`config.mk`:
```
export PLATFORM = sky130hd
export DESIGN_NAME = mcp_parser_flat
export DESIGN_NICKNAME = d
export VERILOG_FILES = /design/src/mcp_pkg.sv /design/src/mcp_if.sv /design/src/mcp_parser.sv /design/src/flat_wrapper.sv
export VERILOG_INCLUDE_DIRS = /design/src
export SDC_FILE = /design/constraint.sdc
export NUM_CORES = 2
export LEC_CHECK = 0
export BUFFER_PORTS_ARGS = -buffer_cell sky130_fd_sc_hd__buf_2
export CORE_ASPECT_RATIO = 2
export CORE_UTILIZATION = 35
export CTS_CLUSTER_SIZE = 40
export DETAILED_ROUTE_END_ITERATION = 10
export RECOVER_POWER = 25
export SLEW_MARGIN = 20
export SYNTH_ARGS = -nofsm -noshare
export SYNTH_HDL_FRONTEND = slang
export SYNTH_MEMORY_MAX_BITS = 65536
export SYNTH_SLANG_ARGS = --single-unit
```
`constraint.sdc`:
```
create_clock -name clk_sys_i -period 10 [get_ports clk_sys_i]
set_input_delay 1 -clock clk_sys_i [delete_from_list [all_inputs] [get_ports clk_sys_i]]
set_output_delay 1 -clock clk_sys_i [all_outputs]
set_load 0.02 [all_outputs]
```
`src/mcp_defs.svh`:
```
// Constants shared by both ends of the multicast map section link.
`ifndef MCP_DEFS_SVH
`define MCP_DEFS_SVH
`define MCP_TABLE_ID 8'hc0
`define MCP_LEN_MAX 12'hffd
`define MCP_LEN_MIN 12'h009
`define MCP_CRC_LEN 12'h004
`define MCP_CRC_POLY 32'h04c11db7
`define MCP_CRC_INIT 32'hffffffff
`define MCP_HDR_LAST 3'h7
`define MCP_ENT_V4_END 5'h05
`define MCP_ENT_V6_END 5'h11
`define MCP_FIFO_DEPTH 16
`define MCP_MAP_DEPTH 16
`define MCP_ERR_NONE 3'h0
`define MCP_ERR_TID 3'h1
`define MCP_ERR_LEN 3'h2
`define MCP_ERR_CRC 3'h3
`define MCP_ERR_TRUNC 3'h4
`define MCP_ERR_SECNUM 3'h5
`define MCP_ERR_FULL 3'h6
`endif

```
`src/mcp_pkg.sv`:
```
// Types shared by both ends of the multicast map section link.
package mcp_pkg;
  typedef enum logic [2:0] {
    MCP_S_IDLE = 3'b000,
    MCP_S_HDR  = 3'b001,
    MCP_S_ENT  = 3'b010,
    MCP_S_CRC  = 3'b011,
    MCP_S_RAW  = 3'b100,
    MCP_S_DROP = 3'b101
  } mcp_state_t;

  typedef struct packed {
    logic        v6;
    logic [12:0] pid;
    logic [31:0] ipv4;
    logic [95:0] ipv6;
  } mcp_entry_t;
endpackage

```
`src/mcp_if.sv`:
```
// Byte stream carrying multicast map sections from producer to parser.
interface mcp_if;
  logic       valid;
  logic       ready;
  logic [7:0] data;
  logic       sos;

  // Producer end drives bytes, parser end answers with ready.
  modport src (output valid, output data, output sos, input ready);
  modport snk (input valid, input data, input sos, output ready);
endinterface

```
`src/mcp_parser.sv`:
```
// Section parser end: input FIFO, header and entry walk, CRC check, map banks.
`include "mcp_defs.svh"

module mcp_fifo #(
  parameter int W = 9,
  parameter int D = 16
) (
  input wire logic clk_sys_i,
  input wire logic rstn_i,
  // Filling side.
  input wire logic in_valid_i,
  input wire logic [W-1:0] in_data_i,
  output logic in_ready_o,
  // Draining side.
  output logic out_valid_o,
  output logic [W-1:0] out_data_o,
  input wire logic out_ready_i
);
  localparam int AW = $clog2(D);
  logic [W-1:0] mem_q [D];
  logic [AW-1:0] wr_q;
  logic [AW-1:0] rd_q;
  logic [AW:0] cnt_q;
  logic [AW:0] cnt_d;
  logic push;
  logic pop;

  assign push = in_valid_i & in_ready_o;
  assign pop = out_valid_o & out_ready_i;
  assign out_valid_o = (cnt_q != '0);
  assign out_data_o = mem_q[rd_q];

  // Occupancy after this cycle's push and pop.
  always_comb
  begin
    cnt_d = cnt_q;
    if (push && !pop)
      cnt_d = cnt_q + 1'b1;
    else if (pop && !push)
      cnt_d = cnt_q - 1'b1;
  end

  // Pointers, count and a registered ready so the link sees a flop.
  always_ff @(posedge clk_sys_i or negedge rstn_i)
  begin
    if (!rstn_i)
    begin
      wr_q <= '0;
      rd_q <= '0;
      cnt_q <= '0;
      in_ready_o <= 1'b0;
    end
    else
    begin
      if (push)
        wr_q <= wr_q + 1'b1;
      if (pop)
        rd_q <= rd_q + 1'b1;
      cnt_q <= cnt_d;
      in_ready_o <= (cnt_d < (AW+1)'(D));
    end
  end

  // Storage needs no reset; only words below the count are ever read.
  always_ff @(posedge clk_sys_i)
  begin
    if (push)
      mem_q[wr_q] <= in_data_i;
  end
endmodule

module mcp_parser (
  input wire logic clk_sys_i,
  input wire logic rstn_i,
  // Link from the demultiplexer.
  mcp_if.snk link,
  // Flow control from the filtering logic.
  input wire logic hold_i,
  // Applied map read port.
  input wire logic [3:0] rd_idx_i,
  output mcp_pkg::mcp_entry_t rd_entry_o,
  // Map status.
  output logic map_valid_o,
  output logic [4:0] map_version_o,
  output logic [4:0] map_count_o,
  output logic applied_o,
  output logic next_valid_o,
  output logic [4:0] next_version_o,
  // Error report.
  output logic err_o,
  output logic [2:0] err_code_o
);
  import mcp_pkg::*;

  logic f_valid;
  logic [8:0] f_data;
  logic pop;
  logic [7:0] b;
  logic s;
  mcp_state_t state_q;
  logic [2:0] hpos_q;
  logic [4:0] epos_q;
  logic [11:0] rem_q;
  logic [11:0] rem_n;
  logic [31:0] crc_q;
  logic [31:0] crc_d;
  logic syn_q;
  logic [4:0] ver_q;
  logic cn_q;
  logic [7:0] sec_q;
  logic [4:0] cnt_q;
  logic bank_q;
  mcp_entry_t ent_q;
  mcp_entry_t ent_d;
  mcp_entry_t map_q [2*`MCP_MAP_DEPTH];
  logic ent_end;

  // Byte-wise MSB-first CRC-32 with the standard section polynomial.
  function automatic logic [31:0] crc_byte(input logic [31:0] c, input logic [7:0] d);
    logic [31:0] r;
    r = c;
    for (int i = 7; i >= 0; i--)
      r = (r[31] ^ d[i]) ? ((r << 1) ^ `MCP_CRC_POLY) : (r << 1);
    return r;
  endfunction

  mcp_fifo #(.W(9), .D(`MCP_FIFO_DEPTH)) u_fifo (
    .clk_sys_i(clk_sys_i),
    .rstn_i(rstn_i),
    .in_valid_i(link.valid),
    .in_data_i({link.sos, link.data}),
    .in_ready_o(link.ready),
    .out_valid_o(f_valid),
    .out_data_o(f_data),
    .out_ready_i(!hold_i)
  );

  // The hold input stalls draining so the FIFO fills and stops the link.
  assign pop = f_valid & !hold_i;
  assign b = f_data[7:0];
  assign s = f_data[8];
  assign rem_n = rem_q - 12'h001;
  assign crc_d = crc_byte(s ? `MCP_CRC_INIT : crc_q, b);
  assign ent_end = ent_d.v6 ? (epos_q == `MCP_ENT_V6_END) : (epos_q == `MCP_ENT_V4_END);

  // Entry under assembly including the byte now being consumed.
  always_comb
  begin
    ent_d = ent_q;
    if (epos_q == 5'h00)
    begin
      ent_d = '0;
      ent_d.v6 = b[7];
      ent_d.pid[12:8] = b[4:0];
    end
    else if (epos_q == 5'h01)
      ent_d.pid[7:0] = b;
    else if (epos_q < 5'h06)
      ent_d.ipv4[8*(5-epos_q) +: 8] = b;
    else
      ent_d.ipv6[8*(17-epos_q) +: 8] = b;
  end

  // Section walk: header, entries, CRC, with restart on any start byte.
  always_ff @(posedge clk_sys_i or negedge rstn_i)
  begin
    if (!rstn_i)
    begin
      state_q <= MCP_S_IDLE;
      hpos_q <= 3'h0;
      epos_q <= 5'h00;
      rem_q <= 12'h000;
      crc_q <= `MCP_CRC_INIT;
      syn_q <= 1'b0;
      ver_q <= 5'h00;
      cn_q <= 1'b0;
      sec_q <= 8'h00;
      cnt_q <= 5'h00;
      ent_q <= '0;
      err_o <= 1'b0;
      err_code_o <= `MCP_ERR_NONE;
    end
    else
    begin
      err_o <= 1'b0;
      if (pop)
      begin
        crc_q <= crc_d;
        if (s)
        begin
          hpos_q <= 3'h1;
          if ((state_q != MCP_S_IDLE) && (state_q != MCP_S_DROP))
          begin
            err_o <= 1'b1;
            err_code_o <= `MCP_ERR_TRUNC;
          end
          if (b == `MCP_TABLE_ID)
            state_q <= MCP_S_HDR;
          else
          begin
            state_q <= MCP_S_DROP;
            err_o <= 1'b1;
            err_code_o <= `MCP_ERR_TID;
          end
        end
        else
        begin
          if (state_q != MCP_S_HDR || hpos_q > 3'h2)
            rem_q <= rem_n;
          unique case (state_q)
            MCP_S_IDLE, MCP_S_DROP:
            begin
              state_q <= state_q;
            end
            MCP_S_HDR:
            begin
              hpos_q <= hpos_q + 3'h1;
              // Fields in fixed order; private bit and extension are ignored.
              unique case (hpos_q)
                3'h1:
                begin
                  syn_q <= b[7];
                  rem_q <= {b[3:0], 8'h00};
                end
                3'h2:
                begin
                  rem_q <= {rem_q[11:8], b};
                  if ({rem_q[11:8], b} > `MCP_LEN_MAX)
                  begin
                    state_q <= MCP_S_DROP;
                    err_o <= 1'b1;
                    err_code_o <= `MCP_ERR_LEN;
                  end
                  else if (!syn_q)
                    state_q <= ({rem_q[11:8], b} == 12'h000) ? MCP_S_IDLE : MCP_S_RAW;
                  else if ({rem_q[11:8], b} < `MCP_LEN_MIN)
                  begin
                    state_q <= MCP_S_DROP;
                    err_o <= 1'b1;
                    err_code_o <= `MCP_ERR_LEN;
                  end
                end
                3'h3, 3'h4:
                begin
                  hpos_q <= hpos_q + 3'h1;
                end
                3'h5:
                begin
                  ver_q <= b[5:1];
                  cn_q <= b[0];
                end
                3'h6:
                begin
                  sec_q <= b;
                end
                default:
                begin
                  epos_q <= 5'h00;
                  cnt_q <= 5'h00;
                  if (sec_q > b)
                  begin
                    state_q <= MCP_S_DROP;
                    err_o <= 1'b1;
                    err_code_o <= `MCP_ERR_SECNUM;
                  end
                  else
                    state_q <= (rem_n == `MCP_CRC_LEN) ? MCP_S_CRC : MCP_S_ENT;
                end
              endcase
            end
            MCP_S_ENT:
            begin
              ent_q <= ent_d;
              epos_q <= ent_end ? 5'h00 : epos_q + 5'h01;
              if (ent_end)
                cnt_q <= cnt_q + 5'h01;
              if (ent_end && cnt_q == 5'(`MCP_MAP_DEPTH))
              begin
                state_q <= MCP_S_DROP;
                err_o <= 1'b1;
                err_code_o <= `MCP_ERR_FULL;
              end
              else if (rem_n == `MCP_CRC_LEN)
              begin
                state_q <= ent_end ? MCP_S_CRC : MCP_S_DROP;
                if (!ent_end)
                begin
                  err_o <= 1'b1;
                  err_code_o <= `MCP_ERR_TRUNC;
                end
              end
            end
            MCP_S_CRC:
            begin
              if (rem_n == 12'h000)
              begin
                state_q <= MCP_S_IDLE;
                if (crc_d != 32'h0000_0000)
                begin
                  err_o <= 1'b1;
                  err_code_o <= `MCP_ERR_CRC;
                end
              end
            end
            MCP_S_RAW:
            begin
              if (rem_n == 12'h000)
                state_q <= MCP_S_IDLE;
            end
            default:
            begin
              state_q <= MCP_S_IDLE;
            end
          endcase
        end
      end
    end
  end

  // Entries land in the pending bank; the applied bank is never touched.
  always_ff @(posedge clk_sys_i)
  begin
    if (pop && !s && state_q == MCP_S_ENT && ent_end && cnt_q < 5'(`MCP_MAP_DEPTH))
      map_q[{!bank_q, cnt_q[3:0]}] <= ent_d;
  end

  // Commit on the last CRC byte only, so a map never changes mid-section.
  always_ff @(posedge clk_sys_i or negedge rstn_i)
  begin
    if (!rstn_i)
    begin
      bank_q <= 1'b0;
      map_valid_o <= 1'b0;
      map_version_o <= 5'h00;
      map_count_o <= 5'h00;
      applied_o <= 1'b0;
      next_valid_o <= 1'b0;
      next_version_o <= 5'h00;
    end
    else
    begin
      applied_o <= 1'b0;
      if (pop && !s && state_q == MCP_S_CRC && rem_n == 12'h000 && crc_d == 32'h0)
      begin
        if (!cn_q)
        begin
          next_valid_o <= 1'b1;
          next_version_o <= ver_q;
        end
        else if (!map_valid_o || ver_q != map_version_o)
        begin
          bank_q <= !bank_q;
          map_valid_o <= 1'b1;
          map_version_o <= ver_q;
          map_count_o <= cnt_q;
          applied_o <= 1'b1;
          if (next_version_o == ver_q)
            next_valid_o <= 1'b0;
        end
      end
    end
  end

  // Registered read of the applied bank.
  always_ff @(posedge clk_sys_i or negedge rstn_i)
  begin
    if (!rstn_i)
      rd_entry_o <= '0;
    else
      rd_entry_o <= map_q[{bank_q, rd_idx_i}];
  end
endmodule

```
`src/flat_wrapper.sv`:
```
// flat-port wrapper written by rule: the top's interface ports become plain ports
module mcp_parser_flat import mcp_pkg::*;
  (clk_sys_i, rstn_i, hold_i, rd_idx_i, rd_entry_o, map_valid_o, map_version_o, map_count_o, applied_o, next_valid_o, next_version_o, err_o, err_code_o, link_valid, link_data, link_sos, link_ready);
  mcp_if link_i ();
  input wire logic clk_sys_i;
  input wire logic rstn_i;
  input wire logic hold_i;
  input wire logic [3:0] rd_idx_i;
  output mcp_pkg::mcp_entry_t rd_entry_o;
  output logic map_valid_o;
  output logic [4:0] map_version_o;
  output logic [4:0] map_count_o;
  output logic applied_o;
  output logic next_valid_o;
  output logic [4:0] next_version_o;
  output logic err_o;
  output logic [2:0] err_code_o;
  input wire logic [$bits(link_i.valid)-1:0] link_valid;
  input wire logic [$bits(link_i.data)-1:0] link_data;
  input wire logic [$bits(link_i.sos)-1:0] link_sos;
  output wire logic [$bits(link_i.ready)-1:0] link_ready;
  assign link_i.valid = link_valid;
  assign link_i.data = link_data;
  assign link_i.sos = link_sos;
  assign link_ready = link_i.ready;
  mcp_parser u_core (.clk_sys_i(clk_sys_i), .rstn_i(rstn_i), .link(link_i), .hold_i(hold_i), .rd_idx_i(rd_idx_i), .rd_entry_o(rd_entry_o), .map_valid_o(map_valid_o), .map_version_o(map_version_o), .map_count_o(map_count_o), .applied_o(applied_o), .next_valid_o(next_valid_o), .next_version_o(next_version_o), .err_o(err_o), .err_code_o(err_code_o));
endmodule
```
Yosys cells after proc, flatten, opt, wreduce, memory -nomap -nowiden
Memory sizes are Yosys's and may differ from the RTL's. A register that Yosys moved wholly into a read port is not among the register bits.
Cells that the tools add are included.
- bits in registers: 254
- memory bits (writable): 4688
- word-level logic and storage cells: 243
- memories kept: 2
- add/subtract/negate cells: 12
- $lt $le $gt $ge: 7
- equality and inequality tests: 38
- shift-type cells: 4
- mux-type cells: 83
- bitwise logic cells: 20
- reductions and logical operators: 49
- memory list (memory ; words ; width ; rd ports ; clocked after Yosys merged registers in ; wr ports ; line ; text):
    u_core.map_q ; 32 ; 142 ; 1 ; 1 ; 1 ; mcp_parser.sv:115 ; mcp_entry_t map_q [2*`MCP_MAP_DEPTH];
    u_core.u_fifo.mem_q ; 16 ; 9 ; 1 ; 0 ; 1 ; mcp_parser.sv:20 ; logic [W-1:0] mem_q [D];
- operator list (kind ; number):
    two-way mux 27 bit ; 8
    two-way mux 136 bit ; 1
    two-way mux 128 bit ; 1
    NOT 14 bit ; 8
    bitwise mux 96 bit ; 1
    two-way mux 96 bit ; 1
    variable shift 8 x 34 -> 96 bit, first input constant ; 1
    variable part select 8 x 34 -> 96 bit ; 1
    two-way mux 3 bit ; 25
    negation 32 -> 34 bit ; 2
    two-way mux 32 bit ; 2
    variable shift 8 x 34 -> 32 bit, first input constant ; 1
    variable part select 8 x 34 -> 32 bit ; 1
    bitwise mux 32 bit ; 1
    zero test 32 bit ; 1
    nonzero test 32 bit ; 1
    two-way mux 1 bit ; 25
    two-way mux 5 bit ; 5
    zero test 12 bit ; 2
    two-way mux 12 bit ; 2
    one-hot mux 12 bit (2 select lines) ; 1
    one-hot mux 5 bit (2 select lines) ; 2
    AND reduction 4 bit ; 4
    adder 5 x 1 -> 5 bit, second input constant ; 3
    other kinds (58) ; 113

Logic depth before layout (Yosys ltp)
An unclocked memory read counts as a cell.
- word-level depth: 24
- mapped depth: 21
- gate-level depth less buffers: 17

Cells and area by module
Synthesis repeated with hierarchy kept, for this count alone.
- cell total of the unflattened synthesis: 8890
- area, all modules: 197022.7 um^2
- by module, submodules not included (module ; times used ; cells each ; area each (um^2) ; seq. area each (um^2)):
    mcp_parser ; 1 ; 8529 ; 190596.5 ; 146050.1
    mcp_fifo ; 1 ; 361 ; 6426.2 ; 4674.5

Least setup slack after synthesis
No wires, ideal clock.
- kind: register to register
- from: register u_core.u_fifo.rd_q[2]
- to: memory u_core.map_q[12][0] in the netlist's numbering (enable)
- library setup time: 0.646 ns
- arrival: 9.058 ns
- required time: 9.354 ns
- path slack: 0.296 ns
- cell stages (with the launch flop): 16
- path buffers: 6
- cell sequence: dfrtp_1 > buf_4 > buf_6 > buf_4 > mux2_1 > a2bb2oi_1 > nand3_2 > buf_2 > buf_2 > nand2_1 > clkbuf_1 > nor2_1 > nand2_1 > nor3_1 > nand2_1 > nor2_1
- longest elaborated chain between the ends: 8
- elaborated cells on any way between the ends: 10
- ends and longest elaborated chain (element ; line ; text):
    start: declaration ; mcp_parser.sv:22 ; logic [AW-1:0] rd_q;
    start signal: assignment ; mcp_parser.sv:58 ; rd_q <= rd_q + 1'b1;
    memory (16 x 9 bit) (*) ; - ;
    zero test 1 bit ; mcp_parser.sv:323 ; if (pop && !s && state_q == MCP_S_ENT && ent_end && cnt_q < 5'(`MCP_MAP_DEPTH))
    logical AND 1 bit (2 in series) ; mcp_parser.sv:323 ;
    logical AND 1 bit (*) (2 in series) ; mcp_parser.sv:323 ;
    two-way mux 1 bit (*) ; mcp_parser.sv:323 ;
    two-way mux 1 bit (implied by the code) (*) ; mcp_parser.sv:324 ; map_q[{!bank_q, cnt_q[3:0]}] <= ent_d;
    end: declaration ; mcp_parser.sv:115 ;
Mark *: on every way between the ends. The rest lies on a longest branch, timed or not.

==> results.toml <==
[logic_synthesis]
yosysSeqAreaShare_pct = 76.49
syn_area_um2 = 197100
synth_common_cells = "edfxtp_1, mux4_2, nand2_1, dfrtp_1, clkbuf_1"
ys_warn_count = 0
synth.largest_area_cell = "edfxtp_1"
synth-edff-count = 4688
synth-adder-area-share_pct = 0.3238
synth.most_common_cell = "edfxtp_1"
synth_top_family_by_area = "multiplexers"
synth_ff_type = "edfxtp_1"
synth_compound_area_share_pct = 0.9981
synth-simple-area-share_pct = 2.450
yosysUniqueCellTypes = 96
synth_mux_area_share_pct = 17.91
syn_nets = 8965
async_flop_share_pct = 7.789
synth_cells = 8897
syn_avg_cell_area_um2 = 22.15
synth_seq_cells = 5084
synth_xor_area_share_pct = 0.8006
synth.area.top_cells = "edfxtp_1, mux4_2, dfrtp_1"
yosysTopAreaCellShare_pct = 71.44

[pwr]
p_sw_share_pct = 27.44
vdd_drop_max_uv = 365.0
seqPwrFrac_pct = 48.5
p_comb_share_pct = 16.2
internal_power_mw = 35.77
leakagePower_nw = 66.75
cellPowerDensity_nw_per_um2 = 220.6
p_sw_mw = 13.52
clkPwrFrac_pct = 35.3

[die]
die_h_mm = 1.063
die-width_um = 532.6
core_area_um2 = 560700
ios = 182
initial_core_util_pct = 35.15
die_area_um2 = 566200
rows = 389

[global_route]
use_met1_pct = 21.56
grt_use_total_pct = 18.31
top_usage_layer = "met2"
grt_first_pass_wirelength_mm = 744.8
first_global_vias = 98680
met2_usage_pct = 34.33
use_met3_pct = 2.080
grt-ovfl-total = 0
grt_max_degree = 142
antenna_found_initial = 42

[clock_network]
cts_inserted_buffers = 431
cts_sinks = 5084
cts_buffer_depth = 4
cts_setup_buffers = 0
path_clk_slew_ns = 0.07
clk_latency_ns = 1.03
ctsRootBufferMaster = "clkbuf_16"
htreeDepth = 5
cts_tree = "done"

[timing]
fmax_mhz = 120.2
period_needed_ns = 8.319
hold_viol_final = 0
rsz0062_at_grt = "false"
slew-limit-headroom_pct = -271.7
setup_viol = 0
maxSlewViolCount = 1527
fin_crit_sh_pct = 83.19
tightest_slew_ns = 5.576
finalClockSkew_ns = 0.1256
final.setup.tns_ns = 0

[route]
wirelength_mm = 525.5
wl_per_cell_um = 30.58
vias_per_cell = 5.423
drt-pass1-iter-count = 11
drtIter0Drc = 9352
ant_nets = 0
num_vias = 93200
drc_errors = 28

[cells_and_area]
multi_input_area_um2 = 45160
finalNetCount = 9398
seq_area_um2 = 150700
drive_gt1_share_pct = 27.35
final_cell_area_um2 = 223500
fill_cells = 49100
area_growth_syn_to_layout_pct = 13.42

[setup_path]
worstSetupStartpointType = "input port"
cp-end-kind = "flip-flop"
cp.arrival_ns = 9.20
r2r_setup_slack_ns = 1.80
cp_max_fo = 48
worstPathRequired_ns = 10.88
critPathKind = "input port to flip-flop"

[hold_path]
hp-class = "input port to flip-flop"

[place]
port_buffers = 181
placed_area_um2 = 209200
place_congestion = 0.8381
dpl.hpwl_mm = 288.1

[flow_run]
maxCapViolCount = 36

[status]
violations = "design-rule violations, max-capacitance violations, max-slew violations"
status = "finished with violations"
-- final cells by class --
class	count	share of cell area, %
sequential	5084	67.44
multi-input combinational	3300	20.20
clock buffer	529	5.146
tap	7429	4.159
timing repair buffer	469	1.556
clock inverter	279	1.363
inverter	44	0.07390
antenna	52	0.05822
-- state kept, by name, summed over array words and instances (netlist names), 4 cells and up --
register	cells
u_core.u_fifo.wr_q	4
u_core.map_version_o	5
u_core.ent_q	142
u_core.next_version_o	5
u_core.map_q	4544
u_core.ver_q	5
u_core.rd_entry_o	142
u_core.cnt_q	5
u_core.u_fifo.cnt_q	5
u_core.rem_q	12
u_core.u_fifo.mem_q	144
u_core.epos_q	5
u_core.crc_q	32
u_core.sec_q	8
u_core.u_fifo.rd_q	4
u_core.map_count_o	5
-- critical path: stages --
cell,delay [ns]
clkbuf_2,1.59
clkbuf_1,2.29
clkbuf_1,2.97
mux4_2,0.80
mux2_2,0.36
-- power by group through the flow --
stage / Combinational, mW / Sequential [mW] / Clock (mW)
6_report: 7.99 / 23.9 / 17.4
5_1_grt: 8.37 / 23.9 / 18.4
4_1_cts: 8.10 / 23.9 / 17.8
3_5_place_dp: 8.07 / 24.3 / 0
3_3_place_gp: 7.96 / 24.3 / 0
2_1_floorplan: 5.15 / 24.2 / 0
-- cell usage in the layout, fill, tap and decap left out, types with 15 or more instances in the layout --
cell type and instances:
inv_1 41, nor2_4 37, clkinvlp_4 26, a21oi_1 56
o31ai_1 33, xnor2_1 94, dfrtp_1 362, nor2b_1 15
or3_1 18, mux2i_1 46, a21oi_2 32, bufinv_16 48
dfstp_2 32, o21ai_0 97, clkbuf_8 20, clkbuf_1 289
diode_2 52, nor3_1 28, buf_4 179, mux2_1 101
mux2_2 71, clkinv_2 101, clkinv_1 61, mux4_2 1448
and3_1 15, buf_12 55, clkbuf_16 438, nand4_1 35
nand2_1 615, a21oi_4 42, nor2_1 130, ha_1 51
xor2_1 43, nand3_1 61, edfxtp_1 4688, nor2_2 22
-- final timing paths --
check	from	to	depth (start not counted)
min in group asynchronous	rstn_i	u_core.rd_entry_o[16]	2
max in group asynchronous	rstn_i	u_core.ent_q[76]	4
worst min register to register	u_core.crc_q[1]	u_core.crc_q[1]	2
worst max register to register	u_core.epos_q[0]	u_core.map_q[21][100]	11
worst max-delay path	rd_idx_i[3]	u_core.rd_entry_o[42]	5
worst min-delay path	link_valid	u_core.u_fifo.wr_q[0]	3
-- layer usage --
| layer | part of all wire, % | routed length (um) |
|---|---|---|
| met1 | 37 | 191800 |
| met2 | 55 | 287300 |
| met3 | 5.3 | 27960 |
| met4 | 3.5 | 18280 |
| met5 | 0.015 | 80 |
-- stage by stage --
stage	cells	setup slack, ns	hold WS [ns]	power, mW	utilization (%)
3_5_place_dp	16320	3.295	0.4570	32.39	37.32
5_1_grt	17180	1.482	0.4649	50.72	39.86
4_1_cts	17130	3.310	0.3160	49.72	39.91
3_3_place_gp	16320	3.252	0.4546	32.25	37.30
2_1_floorplan	8897	0.2963	0.4407	29.36	-
6_report	17190	1.681	0.4554	49.29	39.86
-- repair_timing --
item | in CTS | in global routing
endpoints found under the setup margin | 0 | 0
endpoints found under the hold margin | 20 | 0
gates resized for setup | 0 | 0
hold buffers | 1 | 0
-- cell families (layout without fill, tap and decap cells) --
family | count (synthesis) | in the layout
other | 0 | 52
XOR/XNOR | 151 | 151
AND/OR/NAND/NOR | 1086 | 1086
AO/OA/AOI/OAI | 331 | 331
buffers and inverters | 513 | 1321
multiplexers | 1681 | 1681
flip-flops | 5084 | 5084
adder cells (fa/ha/maj) | 51 | 51
Power figures use the tool's default switching activity.
